**src/common/spm_pkg.sv**
```systemverilog
// Constants shared by the shared-pin mux and its helpers.
// Assumes one 25 MHz source clock (bus at half that rate) and a synchronous active-low reset.
package spm_pkg;
  localparam int CLK_MHZ = 25;
  localparam int DEBUG_BIT_CYCLES = 16;
  localparam int SPEEDUP_NS = 80;
  localparam int SPEEDUP_CYCLES = (SPEEDUP_NS * CLK_MHZ) / 1000;
  localparam logic RESET_PIN_ENABLE_RST = 1'b0;
  localparam logic DEBUG_PIN_ENABLE_RST = 1'b1;
  localparam logic [5:0] PULL_ENABLE_RST = 6'h00;
  localparam logic [5:0] PULL_UP_SELECT_RST = 6'h00;
  typedef enum logic [2:0]
  {
    SPM_WIRE_IDLE = 3'b001,
    SPM_WIRE_LOW = 3'b010,
    SPM_WIRE_SPEEDUP = 3'b100
  } spm_wire_e;
endpackage

```
**src/rtl/spm_bit_timer.sv**
```systemverilog
// Counts debug bit times and one-cycle bus clock enables.
// Assumes the fast clock is the internal clock source output.
module spm_bit_timer #(
  parameter int BIT_CYCLES = spm_pkg::DEBUG_BIT_CYCLES
) (
  // Clock and reset
  input wire logic clk,
  input wire logic rst_n,
  // Enables
  output logic bus_enable,
  output logic bit_tick
);
  logic half_q;
  logic [7:0] count_q;

  // Bus rate is half the source rate
  always_ff @(posedge clk)
  begin
    if (!rst_n)
      half_q <= 1'b0;
    else
      half_q <= ~half_q;
  end

  // Debug controller runs at bus rate; bit is 16 of those
  always_ff @(posedge clk)
  begin
    if (!rst_n)
      count_q <= 8'h00;
    else if (half_q)
    begin
      if (count_q == 8'(BIT_CYCLES - 1))
        count_q <= 8'h00;
      else
        count_q <= count_q + 8'h01;
    end
  end

  assign bus_enable = half_q;
  assign bit_tick = half_q && (count_q == 8'(BIT_CYCLES - 1));
endmodule

```
**src/rtl/spm_wire_driver.sv**
```systemverilog
// Pseudo open-drain driver for the single-wire debug pin.
// Assumes the debug controller asks for a low and a release.
module spm_wire_driver (
  // Clock and reset
  input wire logic clk,
  input wire logic rst_n,
  // Request
  input wire logic drive_low,
  // Pin
  output logic wire_out,
  output logic wire_oe
);
  spm_pkg::spm_wire_e state_q;
  logic [3:0] count_q;

  always_ff @(posedge clk)
  begin
    if (!rst_n)
    begin
      state_q <= spm_pkg::SPM_WIRE_IDLE;
      count_q <= 4'h0;
    end
    else
    begin
      case (state_q)
        spm_pkg::SPM_WIRE_IDLE:
          if (drive_low)
            state_q <= spm_pkg::SPM_WIRE_LOW;
        spm_pkg::SPM_WIRE_LOW:
          if (!drive_low)
          begin
            // Short active high beats slow pullup rise
            state_q <= spm_pkg::SPM_WIRE_SPEEDUP;
            count_q <= 4'(spm_pkg::SPEEDUP_CYCLES - 1);
          end
        spm_pkg::SPM_WIRE_SPEEDUP:
          if (count_q == 4'h0)
            state_q <= spm_pkg::SPM_WIRE_IDLE;
          else
            count_q <= count_q - 4'h1;
        default:
          state_q <= spm_pkg::SPM_WIRE_IDLE;
      endcase
    end
  end

  assign wire_out = (state_q == spm_pkg::SPM_WIRE_SPEEDUP);
  assign wire_oe = (state_q != spm_pkg::SPM_WIRE_IDLE);
endmodule

```
**src/rtl/spm_pin_mux.sv**
```systemverilog
// Pin function selection for six shared signal pins.
// Assumes synchronous pin inputs and a power-on reset on rst_n.
module spm_pin_mux (
  // Clock and reset
  input wire logic clk,
  input wire logic rst_n,
  // Control from system option and port registers
  input wire logic sys_opt_write,
  input wire logic reset_pin_enable_wr,
  input wire logic debug_pin_enable_wr,
  input wire logic pull_write,
  input wire logic [5:0] pull_enable_wr,
  input wire logic [5:0] pull_up_select_wr,
  input wire logic [5:0] port_dir,
  input wire logic [5:0] port_data_out,
  // Peripheral enables
  input wire logic comp_pos_enable,
  input wire logic comp_neg_enable,
  input wire logic comp_out_enable,
  input wire logic comparator_output,
  input wire logic timer_clock_select,
  input wire logic [5:0] key_wake_enable,
  input wire logic low_power_mode,
  input wire logic programming_voltage,
  // Debug controller side
  input wire logic debug_drive_low,
  // Pins, in order bit zero to five
  input wire logic [5:0] pin_in,
  output logic [5:0] pin_out,
  output logic [5:0] pin_oe,
  output logic [5:0] pin_pullup,
  output logic [5:0] pin_pulldown,
  output logic [5:0] pin_analog,
  // Status
  output logic reset_pin_enable,
  output logic debug_pin_enable,
  output logic boot_background,
  output logic external_reset_n,
  output logic [5:0] port_data_in,
  output logic timer_external_clock_in,
  output logic key_wake,
  output logic debug_wire_in,
  output logic bus_enable,
  output logic bit_tick
);
  logic rst_pin_q;
  logic debug_en_q;
  logic boot_bg_q;
  logic in_reset_q;
  logic [5:0] pull_en_q;
  logic [5:0] pull_up_q;
  logic wire_out;
  logic wire_oe;
  logic [5:0] key_hit;

  spm_bit_timer u_timer (
    .clk(clk),
    .rst_n(rst_n),
    .bus_enable(bus_enable),
    .bit_tick(bit_tick)
  );

  spm_wire_driver u_wire (
    .clk(clk),
    .rst_n(rst_n),
    .drive_low(debug_drive_low && debug_en_q && !in_reset_q),
    .wire_out(wire_out),
    .wire_oe(wire_oe)
  );

  // Only reset may clear it, so a runaway write cannot undo it
  always_ff @(posedge clk)
  begin
    if (!rst_n)
      rst_pin_q <= spm_pkg::RESET_PIN_ENABLE_RST;
    else if (sys_opt_write && reset_pin_enable_wr)
      rst_pin_q <= 1'b1;
  end

  always_ff @(posedge clk)
  begin
    if (!rst_n)
      debug_en_q <= spm_pkg::DEBUG_PIN_ENABLE_RST;
    else if (sys_opt_write)
      debug_en_q <= debug_pin_enable_wr;
  end

  // Mode pin sampled once, on the first clock after rst_n rises, then held
  always_ff @(posedge clk)
  begin
    if (!rst_n)
      in_reset_q <= 1'b1;
    else
      in_reset_q <= 1'b0;
  end

  always_ff @(posedge clk)
  begin
    if (!rst_n)
      boot_bg_q <= 1'b0;
    else if (in_reset_q)
      boot_bg_q <= !pin_in[3];
  end

  always_ff @(posedge clk)
  begin
    if (!rst_n)
    begin
      pull_en_q <= spm_pkg::PULL_ENABLE_RST;
      pull_up_q <= spm_pkg::PULL_UP_SELECT_RST;
    end
    else if (pull_write)
    begin
      pull_en_q <= pull_enable_wr;
      pull_up_q <= pull_up_select_wr;
    end
  end

  // Pin ownership, highest priority first
  always_comb
  begin
    pin_out = 6'h00;
    pin_oe = 6'h00;
    pin_analog = 6'h00;
    for (int i = 0; i < 6; i++)
    begin
      pin_pullup[i] = pull_en_q[i] && pull_up_q[i];
      pin_pulldown[i] = pull_en_q[i] && !pull_up_q[i];
    end
    // Bits zero and one: analog input beats port
    pin_analog[0] = comp_pos_enable;
    pin_analog[1] = comp_neg_enable;
    for (int i = 0; i < 6; i++)
    begin
      if (i != 2 && i != 3 && !pin_analog[i])
      begin
        pin_out[i] = port_data_out[i];
        pin_oe[i] = port_dir[i];
      end
    end
    // Bit two is input only
    if (programming_voltage)
    begin
      pin_pullup[2] = 1'b0;
      pin_pulldown[2] = 1'b0;
    end
    else if (rst_pin_q)
    begin
      pin_pullup[2] = 1'b1;
      pin_pulldown[2] = 1'b0;
    end
    // Bit three: mode select or debug, then comparator, then port
    if (in_reset_q || debug_en_q)
    begin
      pin_pullup[3] = 1'b1;
      pin_pulldown[3] = 1'b0;
      pin_out[3] = wire_out;
      pin_oe[3] = wire_oe;
    end
    else if (comp_out_enable)
    begin
      pin_out[3] = comparator_output;
      pin_oe[3] = 1'b1;
    end
    else
    begin
      pin_out[3] = port_data_out[3];
      pin_oe[3] = 1'b1;
    end
  end

  // External reset only while the pin owns that function
  assign external_reset_n = !(rst_pin_q && !pin_in[2]);
  assign timer_external_clock_in = timer_clock_select && !rst_pin_q
    && pin_in[2];

  always_comb
  begin
    port_data_in = pin_in & ~pin_analog;
    port_data_in[2] = pin_in[2] && !rst_pin_q;
    port_data_in[3] = 1'b0;
  end

  // Key wake only counts in stop or wait
  always_comb
  begin
    key_hit = key_wake_enable & ~pin_in & ~pin_analog;
    key_hit[2] = key_hit[2] && !rst_pin_q;
    key_hit[3] = 1'b0;
  end
  assign key_wake = low_power_mode && (key_hit != 6'h00);

  assign debug_wire_in = pin_in[3] && debug_en_q && !in_reset_q;
  assign reset_pin_enable = rst_pin_q;
  assign debug_pin_enable = debug_en_q;
  assign boot_background = boot_bg_q;
endmodule

```
**config.mk**
```make
export PLATFORM = sky130hd
export DESIGN_NAME = spm_pin_mux
export DESIGN_NICKNAME = d
export VERILOG_FILES = /design/src/common/spm_pkg.sv /design/src/rtl/spm_bit_timer.sv /design/src/rtl/spm_wire_driver.sv /design/src/rtl/spm_pin_mux.sv
export SDC_FILE = /design/constraint.sdc
export NUM_CORES = 1
export LEC_CHECK = 0
export CAP_MARGIN = 15
export CORE_MARGIN = 2
export CORE_UTILIZATION = 56
export CTS_CLUSTER_SIZE = 25
export DETAILED_ROUTE_END_ITERATION = 10
export DONT_BUFFER_PORTS = 1
export GPL_ROUTABILITY_DRIVEN = 1
export PLACE_DENSITY = 0.71
export SLEW_MARGIN = 0
export SYNTH_ARGS = -nofsm -noshare
export SYNTH_HDL_FRONTEND = slang
export SYNTH_HIERARCHICAL = 1
export SYNTH_SLANG_ARGS = --single-unit
```
**constraint.sdc**
```tcl
create_clock -name clk -period 2.35 [get_ports clk]
set_clock_uncertainty 0.15 [all_clocks]
set_input_delay 0.705 -clock clk [delete_from_list [all_inputs] [get_ports clk]]
set_output_delay 0.705 -clock clk [all_outputs]
set_load 0.02 [all_outputs]
```
# Word level (Yosys, flattened, before mapping)
# Cells that the tools add are included.
[word_totals]
reg_bits = 32
output_inout_bits = 45
input_bits = 50
wordCells = 90
[op_classes]
eq_ne = 9
n_addsub = 2
reduce_logical = 41
bitwise_logic = 6
muxes = 22
[op_table]
columns = ["cell", "n"]
rows = [
  ["1-bit logical AND", 24],
  ["6-bit bitwise AND", 3],
  ["1-bit two-way mux", 14],
  ["1-bit logical NOT", 11],
  ["3-bit two-way mux", 3],
  ["3-bit one-hot mux with 3 select lines", 1],
  ["8-bit by 1-bit adder with 8-bit output (second input constant)", 1],
  ["8-bit by 4-bit == test with 1-bit output (second input constant)", 1],
  ["4-bit two-way mux", 2],
  ["8-bit two-way mux", 1],
  ["4-bit one-hot mux with 2 select lines", 1],
  ["2-bit inverter with 6-bit output", 1],
  ["6-bit inverter", 1],
  ["3-bit AND reduction", 2],
  ["6-bit nonzero test", 1],
  ["4-bit logical NOT", 1],
  ["2-bit by 1-bit inequality test with 1-bit output (second input constant)", 2],
  ["2-bit inequality test (second input constant)", 2],
  ["4-bit by 1-bit subtractor with 4-bit output (second input constant)", 1],
  ["3-bit by 1-bit == test with 1-bit output (second input constant)", 1],
  ["3-bit by 2-bit == test with 1-bit output (second input constant)", 1],
  ["3-bit == test (second input constant)", 1],
  ["3-bit by 1-bit inequality test with 1-bit output (second input constant)", 1],
  ["2-bit nonzero test", 1],
  ["2 further kinds", 2],
]

# Depth between registers and ports, before layout
# Gate-level depths: netlist (run 1).
[depth]
word_depth = 6
mapped_depth = 5
ltp_nobuf = 5

# By module
# Netlist (run 1), hierarchy kept.
[by_module_without_submodules]
columns = ["module", "area_each_um2", "cells_each", "seq_area_each_um2", "n_inst"]
rows = [
  ["spm_pin_mux", 888.4, 102, 320.3, 1],
  ["spm_bit_timer", 404.1, 43, 180.2, 1],
  ["spm_wire_driver", 402.9, 41, 140.1, 1],
]

# Worst setup path after synthesis (run 1)
# No wires, ideal clock.
[synth_path]
kind = "input-to-output"
startpoint = "input port programming_voltage"
endpoint = "output port pin_pulldown[2]"
cell_stages = 1
slack_ns = 0.051
required_time_ns = 1.495
arrival_time_ns = 1.444
n_path_buf = 0
cell_sequence = "nor4b_1"
[synth_between]
elab_chain_cells = 1
[synth_rtl]
columns = ["item", "line_no", "source"]
rows = [
  ["from (decl)", "spm_pin_mux.sv:24", "input wire logic programming_voltage,"],
  ["1-bit two-way mux", "spm_pin_mux.sv:142", "if (programming_voltage)"],
  ["to (decl)", "spm_pin_mux.sv:32", "output logic [5:0] pin_pulldown,"],
]
# Every way passes these cells.

# Worst setup path in the final report (run 1)
[layout_path]
startpoint = "register u_wire.state_q[0]"
endpoint = "output port pin_out[3]"
[layout_between]
elab_chain_cells = 2
[layout_rtl]
columns = ["item", "line_no", "source"]
rows = [
  ["from (decl)", "spm_wire_driver.sv:13", "spm_pkg::spm_wire_e state_q;"],
  ["from (signal assigned)", "spm_wire_driver.sv:20", "state_q <= spm_pkg::SPM_WIRE_IDLE;"],
  ["from (signal assigned)", "spm_wire_driver.sv:28", "state_q <= spm_pkg::SPM_WIRE_LOW;"],
  ["from (signal assigned)", "spm_wire_driver.sv:33", "state_q <= spm_pkg::SPM_WIRE_SPEEDUP;"],
  ["3-bit == test", "spm_wire_driver.sv:47", "assign wire_out = (state_q == spm_pkg::SPM_WIRE_SPEEDUP);"],
  ["named net wire_out", "spm_pin_mux.sv:52", "logic wire_out;"],
  ["1-bit two-way mux", "spm_pin_mux.sv:153", "if (in_reset_q || debug_en_q)"],
  ["to (decl)", "spm_pin_mux.sv:29", "output logic [5:0] pin_out,"],
]
# The timed path passes the listed nets, and every way through them passes these cells.

==> results.md, run 1 <==
- CP Depth: 5
- CTS tree: done
- First-pass GRT wire length: 5.22 mm
- Port-buffer cells: 0
- Hold_buf cts: 0
- Netlist cell types: 44
- Maxcap violations: 0
- Worst Setup End Kind: primary output
- Slowest stage delay, CP: 0.42 ns
- Sequential cell area fraction in the yosys report: 37.8%
- Post-route insts no fill: 226
- # IOs: 95
- Seq pwr share: 51.5%
- # rows: 19
- Clock tree buffer depth: 2
- Critical path cell sequence: or3b_4, clkinv_4, nor2_2, a21oi_2, buf_6
- Slowest CP cell: or3b_4
- Die Span Y: 59.0 µm
- Filler cells: 247
- Setup Viol. Count Final: 0
- Fin. max-slew vios: 0
- Drt first pass iters: 4
- Clock share of power: 35.9%
- Slew headroom: 64.2%
- Main flop type after synthesis: dfxtp_1
- GRT Util Overall: 20.6%
- Sw Share: 25.9%
- Combinational share of power: 12.6%
- #FFs+latches synth: 32
- Hold Crit Start: rst_n
- Layout cells sized above 1: 22.1%
- CP bufs+invs: 2
- Syn Inst Count: 186
- Vias: 1,307
- Avg Vias per Cell: 5.78
- Placer Congestion: 0.778
- Die X: 59.0 µm
- Clock Pin Slew Worst Setup and Hold Paths: 0.10 ns
- Worst-Skew Late Latency: 0.34 ns
- Antenna violations before repair: 0
- Post-Route WL: 3.53 mm
- Vias in the first global route: 1,252
- Core Box Area: 0.00281 mm²
- Antenna cells: 0
- Status: finished, final reports clean
- Required time of the critical path: 1.49 ns
- Die ar.: 0.00348 mm²
- Most frequent cells in the layout: dfxtp_1, nor2_1, mux2i_1
- Ys Warns: 6
- Area grow syn2layout: 8.63%
- Post-Syn Area: 0.00170 mm²
- Asr flop ratio synth: 0%
- P_leak: 0.000774 µW
- P_int: 850 µW
- Post-layout minimum cycle time: 2.33 ns
- Hold path cells: 1
- Post-synth EDFFs: 0
- Slew of the pin with the lowest slew margin: 0.536 ns
- Worst Hold Class: in2reg
- Commonest non-fill, non-tap cell in the layout: dfxtp_1
- Fin Setup TNS: 0 ns
- CTS Sinks: 32
- DP Area: 0.00166 mm²
- H-tree levels: 2
- Finished layout cell area: 0.00184 mm²
- Largest net degree at the start of global routing: 16
- Starting density of the core: 60.4%
- CP delay by family, top: simple AND/OR/NAND/NOR gates
- Synth Area per Inst: 9.11 µm²
- Fmax: 0.429 GHz
- Routed Antenna Nets: 0
- Power Density: 623 mW/mm²
- Inst Count DP: 210
- Worst Path Arrival: 1.48 ns
- VDD IR max: 0.000510 V
- # DRC: 0
- RSZ-0062 raised after global routing: yes
- R2r startpoint: debug_pin_enable$_SDFFE_PN1P_
- Switching power: 297 µW
- CP Launch Point: u_wire/state_q[0]$_SDFFE_PN1P_
- R2R cell count: 4
- Post-route clock period utilization: 99.3%
- Starting DRC count in detailed routing: 22
- Crit start category: register
- Post-DP HPWL: 2.58 mm
- CTS Buf Count: 5
- Final net count: 247
- Hold Fails Final Rpt: 0
- WL/cell: 15.6 µm
- Clock root buffer: clkbuf_4
- Gr ovfl total: 0
- Kind of critical path: reg2out
- Critical Path Fanout Max: 6
worst register-to-register path, stage by stage (launching register included):
cell and delay (ns):
dfxtp_1 0.45, and3b_1 0.26, nor4b_1 0.43, mux2i_1 0.16, a32o_1 0.29
power groups by stage:
stage | clock, µW | combinational, µW | sequential, µW
2_1_floorplan | 0 | 152 | 601
4_1_cts | 426 | 139 | 591
3_3_place_gp | 0 | 133 | 601
6_report | 412 | 144 | 591
5_1_grt | 448 | 158 | 594
3_5_place_dp | 0 | 136 | 603
registers in the layout, summed over array words and instances (netlist names):
signal              count
boot_background         1
reset_pin_enable        1
u_wire/count_q          4
debug_pin_enable        1
in_reset_q              1
u_timer/bus_enable      1
u_wire/state_q          3
pull_up_q               6
u_timer/count_q         8
pull_en_q               6
metal layers:
metal  share of wire (%)  vias to the layer above  track usage, %
li1                    -                      635               -
met1                  37                      589            19.4
met2                  51                       71            36.3
met3                 9.1                       12            8.52
met4                 2.7                        0            13.3
met5                   0                        -               0
Yosys cell counts, types with 2 or more instances:
master,instances,area [µm²]
nand2_1,7,26.3
nor3b_1,3,22.5
xnor2_1,3,26.3
nor4b_1,3,26.3
ha_1,3,37.5
and3b_1,4,35.0
buf_4,17,128
or3_1,3,18.8
dfxtp_1,32,641
and2_1,6,37.5
inv_1,6,22.5
nand4_1,2,12.5
a21oi_1,7,35.0
o21ai_0,4,20.0
o31a_1,2,17.5
nor2_1,25,93.8
nand3_1,2,10.0
a32o_1,2,20.0
mux2i_1,18,180
nor3_1,3,15.0
nor2b_1,11,68.8
path summary, 6_finish.rpt:
check | end | slack [ns]
setup / recovery | pin_out[3] | 0.02
hold / removal | debug_pin_enable$_SDFFE_PN1P_ | 0.28
setup reg to reg | u_wire/count_q[2]$_SDFFE_PN0P_ | 0.52
hold reg to reg | u_wire/count_q[1]$_SDFFE_PN0P_ | 0.33
cell families after synthesis:
kind of cell	after synthesis	share of synthesized area, %
and+or+nand+nor	79	26.9
adders and majority gates	3	2.21
DFF	32	37.8
buffers and inverters	27	10.5
xor gates and xnor gates	4	2.07
muxes	18	10.6
AOI/OAI and AO/OA	22	9.74
other	1	0.221
per-stage QoR:
step	utilization, %	hold WS, ns	setup WS, ns	total power, µW
6_report	65.7	0.277	0.0172	1150
2_1_floorplan	-	0.298	0.0510	753
3_5_place_dp	59.3	0.322	0.112	739
3_3_place_gp	59.3	0.317	0.104	734
4_1_cts	63.7	0.263	-0.0426	1160
5_1_grt	65.7	0.264	-0.0525	1200
layout make-up:
cell class | instances | area [µm²] | share of cell area [%]
clock buffers | 6 | 41.3 | 2.24
well taps | 31 | 38.8 | 2.11
repair buffers | 15 | 116 | 6.32
flip-flops and latches | 32 | 653 | 35.5
inverters | 7 | 31.3 | 1.70
multi-input cells | 133 | 926 | 50.3
clock inverters | 2 | 35.0 | 1.90
timing repair:
item                       in CTS  in global routing
setup endpoints to repair       3                  3
gates resized for setup         9                  7
pin swaps                       2                  2
setup buffers                   4                  4
Note: power is estimated with default switching activity, not from simulation.
==> run 2: changes to the inputs <==
RECOVER_POWER = 50   (was unset)
==> results.md, run 2 (synthesized netlist as in run 1, its figures left out) <==
- Kind of critical path: reg2out
- CTS Sinks: 32 (unchanged)
- Post-layout minimum cycle time: 2.33 ns (-0.0000888 ns)
- Worst Path Arrival: 1.48 ns (about the same)
- Antenna violations before repair: 0 (unchanged)
- Commonest non-fill, non-tap cell in the layout: dfxtp_1
- Die X: 59.0 µm (unchanged)
- GRT Util Overall: 20.6% (unchanged)
- Maxcap violations: 0 (unchanged)
- Fin Setup TNS: 0 ns (unchanged)
- Post-route clock period utilization: 99.3% (about the same)
- Sw Share: 25.9% (+0.045 points)
- Fin. max-slew vios: 0 (unchanged)
- Post-Route WL: 3.52 mm (-0.17%)
- R2R cell count: 4 (unchanged)
- Clock Pin Slew Worst Setup and Hold Paths: 0.10 ns (about the same)
- H-tree levels: 2 (unchanged)
- Tot Pwr: 1150 µW (about the same)
- Slew headroom: 64.2% (unchanged)
- Worst-Skew Late Latency: 0.34 ns (about the same)
- Top reg by flops: u_timer/count_q
- Clock root buffer: clkbuf_4
- Status: finished, final reports clean
- # IOs: 95 (unchanged)
- Vias in the first global route: 1,252 (unchanged)
- Layout cells sized above 1: 21.5% (-0.51 points)
- First-pass GRT wire length: 5.22 mm (unchanged)
- Worst Hold Class: in2reg
- Gr ovfl total: 0 (unchanged)
- Vias: 1,301 (-0.46%)
- Starting density of the core: 60.4% (unchanged)
- CTS tree: done
- # DRC: 0 (unchanged)
- DP Area: 0.00166 mm² (unchanged)
- Area grow syn2layout: 8.41%
- Die Span Y: 59.0 µm (unchanged)
- Clock share of power: 36.0% (about the same)
- Finished layout cell area: 0.00184 mm² (-0.20%)
- Setup Viol. Count Final: 0 (unchanged)
- Clock tree buffer depth: 2 (unchanged)
- Slew of the pin with the lowest slew margin: 0.536 ns (unchanged)
- Switching power: 297 µW (+0.12%)
- CTS Buf Count: 5 (unchanged)
- Combinational share of power: 12.5% (about the same)
- Die ar.: 0.00348 mm² (unchanged)
- Largest register FFs: 8 (unchanged)
- Worst Setup End Kind: primary output
- Fmax: 0.429 GHz (about the same)
- Drt first pass iters: 4 (unchanged)
- Critical Path Fanout Max: 6 (unchanged)
- Final net count: 247 (unchanged)
- RSZ-0062 raised after global routing: yes
- P_leak: 0.000770 µW (-0.50%)
- Hold Fails Final Rpt: 0 (unchanged)
- Hold path cells: 1 (unchanged)
- VDD IR max: 0.000509 V (about the same)
- P_int: 849 µW (-0.12%)
- Hold_buf cts: 0 (unchanged)
- Antenna cells: 0 (unchanged)
- Placer Congestion: 0.778 (unchanged)
- Power Density: 624 mW/mm² (+0.15%)
- Core Box Area: 0.00281 mm² (unchanged)
- Largest net degree at the start of global routing: 16 (unchanged)
- Biggest regs: u_timer/count_q: 8 flops, pull_en_q: 6 flops, pull_up_q: 6 flops
- WL/cell: 15.6 µm (-0.17%)
- Most frequent cells in the layout: dfxtp_1, nor2_1, mux2i_1
- # rows: 19 (unchanged)
- Port-buffer cells: 0 (unchanged)
- Seq pwr share: 51.5% (about the same)
- Avg Vias per Cell: 5.76 (-0.46%)
- Required time of the critical path: 1.49 ns (about the same)
- Crit start category: register
- Post-DP HPWL: 2.58 mm (unchanged)
- Routed Antenna Nets: 0 (unchanged)
- Starting DRC count in detailed routing: 21 (-4.5%)
==> run 2: cell types whose count changed in the layout (fill, tap and decap cells not counted), sizes merged <==
cell	delta
buf	-1
clkbuf	+1
==> run 2: metal layers <==
metal	wire length (µm)	part of all wire (%)	GRT usage [%]
met2	1810	51	36.3
met1	1290	37	19.4
met3	323	9.2	8.52
met4	90	2.6	13.3
met5	0	0	0
==> run 2: final timing paths <==
| kind | from | endpoint | slack (ns) |
|---|---|---|---|
| max reg2reg | debug_pin_enable$_SDFFE_PN1P_ | u_wire/count_q[2]$_SDFFE_PN0P_ | 0.52 |
| min reg2reg | u_wire/count_q[1]$_SDFFE_PN0P_ | u_wire/count_q[1]$_SDFFE_PN0P_ | 0.33 |
| max | u_wire/state_q[0]$_SDFFE_PN1P_ | pin_out[3] | 0.02 |
| min | rst_n | debug_pin_enable$_SDFFE_PN1P_ | 0.28 |
==> run 2: power by group through the flow <==
stage / clock (µW) / combinational (µW) / sequential, µW
6_report: 412 / 143 / 591
5_1_grt: 448 / 157 / 594
4_1_cts: 426 / 139 / 591
3_5_place_dp: 0 / 136 / 603
3_3_place_gp: 0 / 133 / 601
2_1_floorplan: 0 / 152 / 601
==> run 2: final cells by class <==
type | instances | area, µm²
clock buffers | 6 | 41.3
clock inverters | 2 | 35.0
repair buffers | 15 | 113
well taps | 31 | 38.8
multi-input cells | 133 | 926
flip-flops and latches | 32 | 653
fillers | 249 | 967
inverters | 7 | 31.3
==> run 2: worst max-delay path: stages (launching register included) <==
cell	delay, ns
dfxtp_4	0.37
or3b_4	0.42
clkinv_4	0.06
nor2_2	0.04
a21oi_2	0.12
buf_6	0.13
==> run 2: per-stage QoR <==
| step | cells | hold WS (ns) | util [%] | worst slack (ns) |
|---|---|---|---|---|
| floorplan | 192 | 0.298 | - | 0.0510 |
| global placement | 210 | 0.317 | 59.3 | 0.104 |
| detailed placement | 210 | 0.322 | 59.3 | 0.112 |
| CTS | 222 | 0.263 | 63.7 | -0.0426 |
| global route | 226 | 0.264 | 65.5 | -0.0525 |
| finish | 226 | 0.277 | 65.5 | 0.0173 |
==> run 2: timing repair <==
action | in CTS | in global routing
buffers inserted | 4 | 4
pin swaps | 2 | 2
endpoints found under the setup margin | 3 | 3
resized for setup | 9 | 7
